`src/verilog/pceint_pkg.sv`:
```
package pceint_pkg;

  // ---------------------------------------------------------------
  // Register map (byte addresses)
  // ---------------------------------------------------------------
  localparam logic [5:0] ADDR_PA_RISE = 6'h00;
  localparam logic [5:0] ADDR_PA_FALL = 6'h04;
  localparam logic [5:0] ADDR_PA_FLAGS = 6'h08;
  localparam logic [5:0] ADDR_PC_RISE = 6'h0C;
  localparam logic [5:0] ADDR_PC_FALL = 6'h10;
  localparam logic [5:0] ADDR_PC_FLAGS = 6'h14;
  localparam logic [5:0] ADDR_CTRL = 6'h18;
  localparam logic [5:0] ADDR_IRQ_STATUS = 6'h1C;
  localparam logic [5:0] ADDR_IRQ_MASK = 6'h20;

  // ---------------------------------------------------------------
  // Field layout and reset values
  // ---------------------------------------------------------------
  localparam int PIN_COUNT = 6;
  localparam logic [5:0] PIN_RESET = 6'h00;
  localparam logic [5:0] DEBUG_PINS = 6'h03;
  localparam int CTRL_MASTER_BIT = 0;
  localparam int IRQ_GLOBAL_BIT = 0;
  localparam int IRQ_BITS = 1;
  localparam logic [1:0] RESP_OKAY = 2'h0;
  localparam logic [1:0] RESP_SLVERR = 2'h2;

  typedef logic [PIN_COUNT-1:0] pceint_pins_t;

endpackage

```
`src/verilog/pceint_edge.sv`:
```
`timescale 1ns/10ps
`default_nettype none
module pceint_edge #(
  parameter int WIDTH = 6
) (
  input wire logic aclk,
  input wire logic aresetn,
  input wire logic [WIDTH-1:0] pin,
  output logic [WIDTH-1:0] rise,
  output logic [WIDTH-1:0] fall
);
  typedef struct packed {
    logic [WIDTH-1:0] s1;
    logic [WIDTH-1:0] s2;
    logic [WIDTH-1:0] s3;
    logic [WIDTH-1:0] rise;
    logic [WIDTH-1:0] fall;
  } pceint_edge_s;

  pceint_edge_s st;
  pceint_edge_s next_st;

  // ---------------------------------------------------------------
  // Three-stage sync, edge when stages two and three differ
  // ---------------------------------------------------------------
  always_comb
  begin
    next_st = st;
    next_st.s1 = pin;
    next_st.s2 = st.s1;
    next_st.s3 = st.s2;
    next_st.rise = st.s2 & ~st.s3;
    next_st.fall = ~st.s2 & st.s3;
  end

  always_ff @(posedge aclk)
  begin
    if (!aresetn)
    begin
      st <= '0;
    end
    else
    begin
      st <= next_st;
    end
  end

  assign rise = st.rise;
  assign fall = st.fall;
endmodule
`default_nettype wire

```
`src/verilog/pceint_top.sv`:
```
// Summary of operation
// - Wake from sleep only with master enable.
// - First port rise enables arm rising detection.
// - First port fall enables arm falling detection.
// - Enabled edge sets the pin change flag.
// - Setting a flag also sets global flag.
// - Flags stay set until software writes zero or the debugger takes their pin.
// - Bits seven and six ignore writes, read zero.
// - All enables and flags reset to zero.
// - Debugger takes first port bits one, zero.
// - Larger variant adds second port rise enables.
// - Global flag is OR of all flags.
// - Master enable clear: flags set, no pin change irq or wake; irq output not gated.
// - Edge during flag write leaves flag set.
// - Larger variant adds second port fall enables.
`timescale 1ns/10ps
`default_nettype none
module pceint_top
  import pceint_pkg::*;
#(
  parameter bit HAS_PORTC = 1'b1
) (
  input wire logic aclk,
  input wire logic aresetn,
  input wire logic [5:0] s_axi_awaddr,
  input wire logic s_axi_awvalid,
  output logic s_axi_awready,
  input wire logic [31:0] s_axi_wdata,
  input wire logic [3:0] s_axi_wstrb,
  input wire logic s_axi_wvalid,
  output logic s_axi_wready,
  output logic [1:0] s_axi_bresp,
  output logic s_axi_bvalid,
  input wire logic s_axi_bready,
  input wire logic [5:0] s_axi_araddr,
  input wire logic s_axi_arvalid,
  output logic s_axi_arready,
  output logic [31:0] s_axi_rdata,
  output logic [1:0] s_axi_rresp,
  output logic s_axi_rvalid,
  input wire logic s_axi_rready,
  input wire logic [5:0] first_port_pin,
  input wire logic [5:0] second_port_pin,
  input wire logic debugger_enabled,
  input wire logic core_sleeping,
  output logic pin_change_global_flag,
  output logic pin_change_irq,
  output logic wake_request,
  output logic irq
);
  import pceint_pkg::*;

  typedef struct packed {
    logic aw_full;
    logic [5:0] aw_addr;
    logic w_full;
    logic [31:0] w_data;
    logic [3:0] w_strb;
    logic bvalid;
    logic [1:0] bresp;
    logic rvalid;
    logic [31:0] rdata;
    logic [1:0] rresp;
    pceint_pins_t porta_rise_enable;
    pceint_pins_t porta_fall_enable;
    pceint_pins_t porta_change_flags;
    pceint_pins_t portc_rise_enable;
    pceint_pins_t portc_fall_enable;
    pceint_pins_t portc_change_flags;
    logic pin_change_master_enable;
    logic [IRQ_BITS-1:0] irq_status;
    logic [IRQ_BITS-1:0] irq_mask;
    logic global_flag;
    logic pc_irq;
    logic wake;
    logic irq;
  } pceint_s;

  pceint_s st;
  pceint_s next_st;

  pceint_pins_t pa_rise;
  pceint_pins_t pa_fall;
  pceint_pins_t pc_rise;
  pceint_pins_t pc_fall;

  // ---------------------------------------------------------------
  // Pin synchronisers and edge detectors
  // ---------------------------------------------------------------
  pceint_edge #(
    .WIDTH(2*PIN_COUNT)
  ) pceint_edge_inst (
    .aclk(aclk),
    .aresetn(aresetn),
    .pin({second_port_pin, first_port_pin}),
    .rise({pc_rise, pa_rise}),
    .fall({pc_fall, pa_fall})
  );

  pceint_pins_t pa_avail;
  pceint_pins_t pc_avail;
  pceint_pins_t pa_hit;
  pceint_pins_t pc_hit;
  logic wr_fire;
  logic [7:0] wbyte;

  always_comb
  begin
    pa_avail = debugger_enabled ? ~DEBUG_PINS : '1;
    pc_avail = HAS_PORTC ? '1 : '0;
    pa_hit = pa_avail & ((st.porta_rise_enable & pa_rise)
      | (st.porta_fall_enable & pa_fall));
    pc_hit = pc_avail & ((st.portc_rise_enable & pc_rise)
      | (st.portc_fall_enable & pc_fall));
  end

  // ---------------------------------------------------------------
  // Register bus, flags and interrupt
  // ---------------------------------------------------------------
  always_comb
  begin
    next_st = st;
    wr_fire = st.aw_full && st.w_full && !st.bvalid;
    wbyte = st.w_strb[0] ? st.w_data[7:0] : 8'h00;

    if (s_axi_awvalid && !st.aw_full)
    begin
      next_st.aw_full = 1'b1;
      next_st.aw_addr = s_axi_awaddr;
    end
    if (s_axi_wvalid && !st.w_full)
    begin
      next_st.w_full = 1'b1;
      next_st.w_data = s_axi_wdata;
      next_st.w_strb = s_axi_wstrb;
    end
    if (st.bvalid && s_axi_bready)
    begin
      next_st.bvalid = 1'b0;
    end

    if (wr_fire)
    begin
      next_st.aw_full = 1'b0;
      next_st.w_full = 1'b0;
      next_st.bvalid = 1'b1;
      next_st.bresp = RESP_OKAY;
      if (st.w_strb[0])
      begin
        unique case ({st.aw_addr[5:2], 2'b00})
          ADDR_PA_RISE: next_st.porta_rise_enable = wbyte[5:0];
          ADDR_PA_FALL: next_st.porta_fall_enable = wbyte[5:0];
          ADDR_PA_FLAGS: next_st.porta_change_flags = st.porta_change_flags & wbyte[5:0];
          ADDR_PC_RISE: next_st.portc_rise_enable = wbyte[5:0] & pc_avail;
          ADDR_PC_FALL: next_st.portc_fall_enable = wbyte[5:0] & pc_avail;
          ADDR_PC_FLAGS: next_st.portc_change_flags = st.portc_change_flags & wbyte[5:0];
          ADDR_CTRL: next_st.pin_change_master_enable = wbyte[CTRL_MASTER_BIT];
          ADDR_IRQ_STATUS: next_st.irq_status = st.irq_status & ~wbyte[IRQ_BITS-1:0];
          ADDR_IRQ_MASK: next_st.irq_mask = wbyte[IRQ_BITS-1:0];
          default: next_st.bresp = RESP_SLVERR;
        endcase
      end
      else if (!(({st.aw_addr[5:2], 2'b00}) <= ADDR_IRQ_MASK))
      begin
        next_st.bresp = RESP_SLVERR;
      end
    end

    // Hardware set wins over a concurrent software clear
    next_st.porta_change_flags = next_st.porta_change_flags | pa_hit;
    next_st.portc_change_flags = next_st.portc_change_flags | pc_hit;
    next_st.porta_change_flags = next_st.porta_change_flags & pa_avail;

    if (st.rvalid && s_axi_rready)
    begin
      next_st.rvalid = 1'b0;
    end
    if (s_axi_arvalid && !st.rvalid)
    begin
      next_st.rvalid = 1'b1;
      next_st.rresp = RESP_OKAY;
      next_st.rdata = 32'h0000_0000;
      unique case ({s_axi_araddr[5:2], 2'b00})
        ADDR_PA_RISE: next_st.rdata[5:0] = st.porta_rise_enable & pa_avail;
        ADDR_PA_FALL: next_st.rdata[5:0] = st.porta_fall_enable & pa_avail;
        ADDR_PA_FLAGS: next_st.rdata[5:0] = st.porta_change_flags;
        ADDR_PC_RISE: next_st.rdata[5:0] = st.portc_rise_enable;
        ADDR_PC_FALL: next_st.rdata[5:0] = st.portc_fall_enable;
        ADDR_PC_FLAGS: next_st.rdata[5:0] = st.portc_change_flags;
        ADDR_CTRL: next_st.rdata[CTRL_MASTER_BIT] = st.pin_change_master_enable;
        ADDR_IRQ_STATUS: next_st.rdata[IRQ_BITS-1:0] = st.irq_status;
        ADDR_IRQ_MASK: next_st.rdata[IRQ_BITS-1:0] = st.irq_mask;
        default: next_st.rresp = RESP_SLVERR;
      endcase
    end

    next_st.global_flag = |{next_st.porta_change_flags, next_st.portc_change_flags};
    next_st.pc_irq = next_st.global_flag & next_st.pin_change_master_enable;
    next_st.wake = next_st.pc_irq & core_sleeping;
    // Sticky status: set wins over write-one-clear
    next_st.irq_status[IRQ_GLOBAL_BIT] = next_st.irq_status[IRQ_GLOBAL_BIT]
      | (|{pa_hit, pc_hit});
    next_st.irq = |(next_st.irq_status & next_st.irq_mask);
  end

  always_ff @(posedge aclk)
  begin
    if (!aresetn)
    begin
      st <= '0;
    end
    else
    begin
      st <= next_st;
    end
  end

  assign s_axi_awready = !st.aw_full;
  assign s_axi_wready = !st.w_full;
  assign s_axi_bvalid = st.bvalid;
  assign s_axi_bresp = st.bresp;
  assign s_axi_arready = !st.rvalid;
  assign s_axi_rvalid = st.rvalid;
  assign s_axi_rdata = st.rdata;
  assign s_axi_rresp = st.rresp;
  assign pin_change_global_flag = st.global_flag;
  assign pin_change_irq = st.pc_irq;
  assign wake_request = st.wake;
  assign irq = st.irq;
endmodule
`default_nettype wire

```
`config.mk`:
```
export PLATFORM = sky130hd
export DESIGN_NAME = pceint_top
export DESIGN_NICKNAME = d
export VERILOG_FILES = /design/src/verilog/pceint_pkg.sv /design/src/verilog/pceint_edge.sv /design/src/verilog/pceint_top.sv
export SDC_FILE = /design/constraint.sdc
export NUM_CORES = 1
export LEC_CHECK = 0
export ABC_AREA = 1
export BUFFER_PORTS_ARGS = -buffer_cell sky130_fd_sc_hd__buf_2
export CORE_MARGIN = 2
export CORE_UTILIZATION = 24
export CTS_CLUSTER_DIAMETER = 40
export DETAILED_ROUTE_END_ITERATION = 8
export GPL_TIMING_DRIVEN = 0
export PLACE_DENSITY = 0.49
export SYNTH_ARGS = -nofsm -noshare
export SYNTH_HDL_FRONTEND = slang
export SYNTH_HIERARCHICAL = 1
export SYNTH_SLANG_ARGS = --single-unit
```
`constraint.sdc`:
```
create_clock -name aclk -period 1.65 [get_ports aclk]
set_clock_uncertainty 0.15 [all_clocks]
set_input_delay 0.165 -clock aclk [delete_from_list [all_inputs] [get_ports aclk]]
set_output_delay 0.165 -clock aclk [all_outputs]
set_load 0.02 [all_outputs]
```
==> metrics.yaml, run 1 <==
run_status:
  outcome: "complete, but fails checks"
  violations: "negative setup slack"
place:
  place.gp.congestion: 0.8911
  dp_hpwl_um: 10010
  io_buffers: 52
  postPlaceCellArea_um2: 5842
  pre_cts_ws_ps: -319.0
sta:
  fmax_mhz: 592.5
  worst_slack_ps: -37.80
  maxSlewViolCount: 0
  finalCritPeriodShare_pct: 102.3
  maxSlewHeadroom_pct: 58.41
  period_minus_slack_ps: 1688
  setup_tns_ps: -112.8
  hold_violations: 0
  grt_setup_unrepaired: "yes"
  worstMarginPinSlew_ps: 623.9
  finalSetupViolations: 6
layout:
  final_cell_mix: "dfxtp_1, nand2_1, inv_1, buf_4, nor2_1"
  area_growth_pct: 39.32
  regArea_um2: 2541
  nNetsFinal: 870
  multiInputGateArea_um2: 1987
  nFillCells: 2285
  final_common_cell: "dfxtp_1"
  insertedDiodeCount: 0
  final_cell_area_um2: 7156
  layout-drive-gt1-share_pct: 32.56
pwr:
  power_uw: 7428
  power-per-cell-area_nw_per_um2: 1038
  leakage_uw: 0.003426
  irDropWorstVdd_mv: 0.6362
clock_network:
  clock_path_buffers: 2
  h-tree-depth: 4
  path_clk_slew_ps: 60
  cts_tree: "built"
  cts_buffers: 17
  clk_latency_ps: 410
  root_buffer: "clkbuf_16"
  clock-sinks: 126
yosys:
  synth-seq-area-share_pct: 49.11
  syn_inst: 648
  ys.flop_type: "dfxtp_1"
  synth_edf_count: 0
  avgSynthCellArea_um2: 7.926
  yosys_warnings: 6
  syn_area_um2: 5136
  ys_types: 30
  synthArstFlopShare_pct: 0
  ys_seq_elements: 126
route:
  routedWlPerCell_um: 13.02
  routed_wl_um: 14180
  first_iter_violations: 230
  vias: 4285
  drtAntennaViolNets: 0
  dr.pass1.iters: 4
  drc: 0
  via_per_inst: 3.935
critical_path:
  worstPathRequired_ps: 1820
  critical_path_class: "flop to flop"
  start_kind: "flop"
  worst_setup_path_end_kind: "flop"
  worstPathArrival_ps: 1860
  cp_max_fo: 6
floorplanning:
  fp.dieW_um: 150.3
  rows: 53
  core_area_um2: 21020
  die_area_um2: 22590
  initial_core_util_pct: 24.43
  io_pins: 114
  die_y_um: 150.3
global_route:
  grt.overflow.total: 0
  globalRouteTotalUtil_pct: 12.93
  antenna_found_initial: 0
  grt_first_pass_wirelength_um: 22000
  grt_start_max_net_pins: 17
  grt_pass1_vias: 4153
job:
  maxCapViolations: 0
worst_hold_path:
  hp-class: "primary input to flop"
cells by family after synthesis:
family                 count (synthesis)  share of synthesized area (%)
AO/OA/AOI/OAI                        122                          14.23
other                                  1                        0.07301
flip-flops                           126                          49.11
AND/OR/NAND/NOR                      225                          18.64
buffers and inverters                174                          17.95
metrics by stage:
stage	instances	hold WS, ps	utilization [%]
6_report	1089	11.86	34.04
5_1_grt	1089	50.20	34.04
4_1_cts	1078	32.25	32.83
3_5_place_dp	1002	200.5	27.79
3_3_place_gp	1002	199.0	27.79
2_1_floorplan	675	108.5	-
state kept, by name, indices dropped and copies added (netlist names):
register / flops
pceint_edge_inst/next_st: 24
irq: 1
pin_change_irq: 1
s_axi_bresp: 1
pceint_edge_inst/st: 12
wake_request: 1
s_axi_rresp: 1
pceint_edge_inst/rise: 12
s_axi_rdata: 6
pceint_edge_inst/fall: 12
s_axi_rvalid: 1
pin_change_global_flag: 1
s_axi_bvalid: 1
st: 52
what timing repair did:
action,4_1_cts,5_1_grt
gates cloned,2,1
hold buffers,31,0
buffers inserted,11,10
endpoints found under the setup margin,34,31
pin swaps,10,23
resized for setup,35,54
hold endpoints to repair,30,0
cells in the mapped netlist, drive strengths merged, types with 3 or more instances:
| master | instances | share of area (%) |
|---|---|---|
| o21ai | 42 | 4.1 |
| a311oi | 3 | 0.51 |
| a221oi | 4 | 0.68 |
| inv | 99 | 7.2 |
| buf | 69 | 10 |
| a21oi | 50 | 5.3 |
| clkbuf | 5 | 0.37 |
| a22o | 9 | 1.5 |
| o22ai | 7 | 0.85 |
| a211oi | 4 | 0.78 |
| dfxtp | 126 | 49 |
| nor2 | 88 | 7.5 |
| nand2 | 105 | 7.7 |
| nand3 | 28 | 3.0 |
| nand4 | 3 | 0.37 |
final timing paths:
path | from | endpoint | slack, ps | cells after the start
min | s_axi_arvalid | s_axi_rdata[5]$_SDFFE_PN0P_ | 10 | 4
max | st[120]$_SDFFE_PN0P_ | wake_request$_SDFF_PN0_ | -40 | 10
min reg2reg | pceint_edge_inst/st[31]$_SDFF_PN0_ | pceint_edge_inst/rise[7]$_SDFF_PN0_ | 260 | 1
max reg2reg | st[120]$_SDFFE_PN0P_ | wake_request$_SDFF_PN0_ | -40 | 10
worst max-delay path, cell delays in order (launching register included):
cell and delay, ps:
dfxtp_2 340, inv_2 70, nand2_2 60, nor2_4 230, nand3_2 140, a21oi_4 200
nand3_2 110, nor2_4 140, nand2_2 60, nand2_2 60, nor2_1 40
metal layers:
metal	vias up	global-route usage, %	routed length, um
met5	-	0	0
met4	0	5.519	305
met3	21	3.121	563
met2	110	19.52	6173
met1	1886	17.54	7140
li1	2268	-	-
final cells by class:
class | instances | share of cell area (%)
Buffer | 74 | 7.694
Clock buffer | 17 | 5.945
Clock inverter | 15 | 1.923
Inverter | 100 | 5.473
Multi-Input combinational cell | 375 | 27.77
Sequential cell | 126 | 35.51
Tap cell | 275 | 4.809
Timing Repair Buffer | 106 | 10.77
Timing Repair inverter | 1 | 0.1049
power breakdown:
part           leakage (uW)  switching [uW]  internal, uW
clock              0.000276            1470          2090
combinational       0.00212             387           279
sequential          0.00103            69.4          3140
No activity file was read; power rests on OpenSTA's default activity.
==> run 2: changes to the inputs <==
--- a/config.mk
+++ b/config.mk
@@ -13,6 +13,7 @@
 export DETAILED_ROUTE_END_ITERATION = 8
 export GPL_TIMING_DRIVEN = 0
 export PLACE_DENSITY = 0.49
+export RECOVER_POWER = 25
 export SYNTH_ARGS = -nofsm -noshare
 export SYNTH_HDL_FRONTEND = slang
 export SYNTH_HIERARCHICAL = 1
==> constraint.sdc (replaced) <==
create_clock -name aclk -period 2 [get_ports aclk]
set_clock_uncertainty 0.15 [all_clocks]
set_input_delay 0.2 -clock aclk [delete_from_list [all_inputs] [get_ports aclk]]
set_output_delay 0.2 -clock aclk [all_outputs]
set_load 0.02 [all_outputs]
==> run 2 against run 1 <==
Clock power shrank 18%. Highest routed layer unchanged. Combinational power decreased by 28%. Maximum frequency decreased by 8.7%. The run now ends clean. Final cell count down 2.3%. Global-route usage decreased by 0.31 points. Wire length fell by 6.3%. Largest power group unchanged. First-iteration DRC count up 10%. Worst setup slack improved by 190 ps. Critical endpoint is now st[42]$_SDFFE_PN0P_. Core utilization shrank 2.2 points. Hold slack gained 14 ps.
==> metrics.yaml, run 2 (synthesis gave the netlist of run 1 again) <==
layout:
  area_growth_pct: 30.13
  final_cell_mix: "dfxtp_1, nand2_1, inv_1, nor2_1, buf_4"
  regArea_um2: 2524
  insertedDiodeCount: 0
  multiInputGateArea_um2: 1795
  largest_reg_flops: 52
  nNetsFinal: 845
  final_common_cell: "dfxtp_1"
  nFillCells: 2338
  largest_register: "st"
  layout-drive-gt1-share_pct: 22.69
floorplanning:
  die_area_um2: 22590
  die_y_um: 150.3
  io_pins: 114
  initial_core_util_pct: 24.43
  rows: 53
  core_area_um2: 21020
  fp.dieW_um: 150.3
place:
  io_buffers: 52
  dp_hpwl_um: 10010
  place.gp.congestion: 0.8911
sta:
  maxSlewViolCount: 0
  finalCritPeriodShare_pct: 92.45
  hold_violations: 0
  finalSetupViolations: 0
  setup_tns_ps: 0
  maxSlewHeadroom_pct: 53.37
  worstMarginPinSlew_ps: 696.9
  grt_setup_unrepaired: "no"
  fmax_mhz: 540.8
  period_minus_slack_ps: 1849
critical_path:
  worstPathArrival_ps: 1980
  path_cells: "inv_1 > nand3_1 > nor2_4 > nand3_4 > nor2_4 > inv_1 > o21ai_0 > a21oi_1"
  critPathMaxStageDelay_ps: 340
  worstPathRequired_ps: 2130
  worst_setup_path_end_kind: "flop"
  critical_path_class: "flop to flop"
  cp_max_fo: 9
  worst-path-buf-inv: 2
  start_kind: "flop"
  path_delay_family: "simple AND/OR/NAND/NOR gates"
  cpMaxStageDelayCell: "dfxtp_1"
clock_network:
  clk_latency_ps: 410
  clock-sinks: 126
  root_buffer: "clkbuf_16"
  path_clk_slew_ps: 60
  h-tree-depth: 4
  cts_tree: "built"
  cts_buffers: 17
  clock_path_buffers: 2
route:
  dr.pass1.iters: 5
  vias: 4157
  drc: 0
  drtAntennaViolNets: 0
  routed_wl_um: 13290
  via_per_inst: 3.907
  first_iter_violations: 253
  routedWlPerCell_um: 12.49
pwr:
  irDropWorstVdd_mv: 0.5253
  leakage_uw: 0.003224
  power-per-cell-area_nw_per_um2: 902.7
  power_uw: 6033
run_status:
  outcome: "completed"
global_route:
  grt_first_pass_wirelength_um: 21430
  grt_pass1_vias: 4003
  globalRouteTotalUtil_pct: 12.62
  grt.overflow.total: 0
  grt_start_max_net_pins: 17
  antenna_found_initial: 0
job:
  maxCapViolations: 0
worst_hold_path:
  hp-class: "primary input to flop"
run 2: final timing paths:
path                                                               from  cells past startpoint                                   to  slack [ps]
worst max-delay path                          s_axi_bvalid$_SDFFE_PN0P_                      8                  st[42]$_SDFFE_PN0P_         150
worst min-delay path                                    s_axi_araddr[4]                      5          s_axi_rresp[1]$_SDFFE_PN0P_          30
worst max register to register                s_axi_bvalid$_SDFFE_PN0P_                      8                  st[42]$_SDFFE_PN0P_         150
worst min register to register  pceint_edge_inst/next_st[30]$_SDFF_PN0_                      1  pceint_edge_inst/fall[6]$_SDFF_PN0_         260
run 2: timing repair:
item,in CTS,in global routing
setup endpoints to repair,0,13
resized for setup,0,4
hold endpoints to repair,29,0
buffers inserted,0,1
hold buffers,29,0
run 2: report_power, final:
part	switching (uW)	internal, uW	leakage [uW]
sequential	48.3	2590	0.00103
clock	1190	1720	0.000276
combinational	291	190	0.00192
run 2: cell type report:
class | count | share of cell area, %
buffer | 74 | 7.862
clock buffer | 17 | 6.365
sequential | 126 | 37.76
tap | 275 | 5.148
timing repair buffer | 82 | 8.330
multi-input combinational | 375 | 26.86
inverter | 100 | 5.616
clock inverter | 15 | 2.059
run 2: metrics by stage:
step | cell area, um^2 | setup slack [ps] | utilization (%) | std cells | hold WS, ps
after global routing | 6684 | 3.499 | 31.80 | 1064 | 73.68
after detailed placement | 5842 | 31.00 | 27.79 | 1002 | 235.5
after CTS | 6695 | 19.37 | 31.85 | 1063 | 11.72
final | 6684 | 151.0 | 31.80 | 1064 | 25.84
after floorplan | 5238 | 392.1 | - | 675 | 143.5
after global placement | 5842 | 25.71 | 27.79 | 1002 | 234.0
run 2: layer usage:
metal | vias to the layer above | wire length, um | global-route usage, %
met5 | - | 0 | 0
met2 | 110 | 5679 | 18.80
met4 | 0 | 265 | 5.425
met1 | 1810 | 6761 | 17.30
met3 | 13 | 582 | 3.091
li1 | 2224 | - | -
run 2: worst register-to-register path, cell delays in order (launching register included):
cell     delay, ps
dfxtp_1        340
inv_1           80
nand3_1        200
nor2_4         220
nand3_4        140
nor2_4         140
inv_1          170
o21ai_0        210
a21oi_1         70
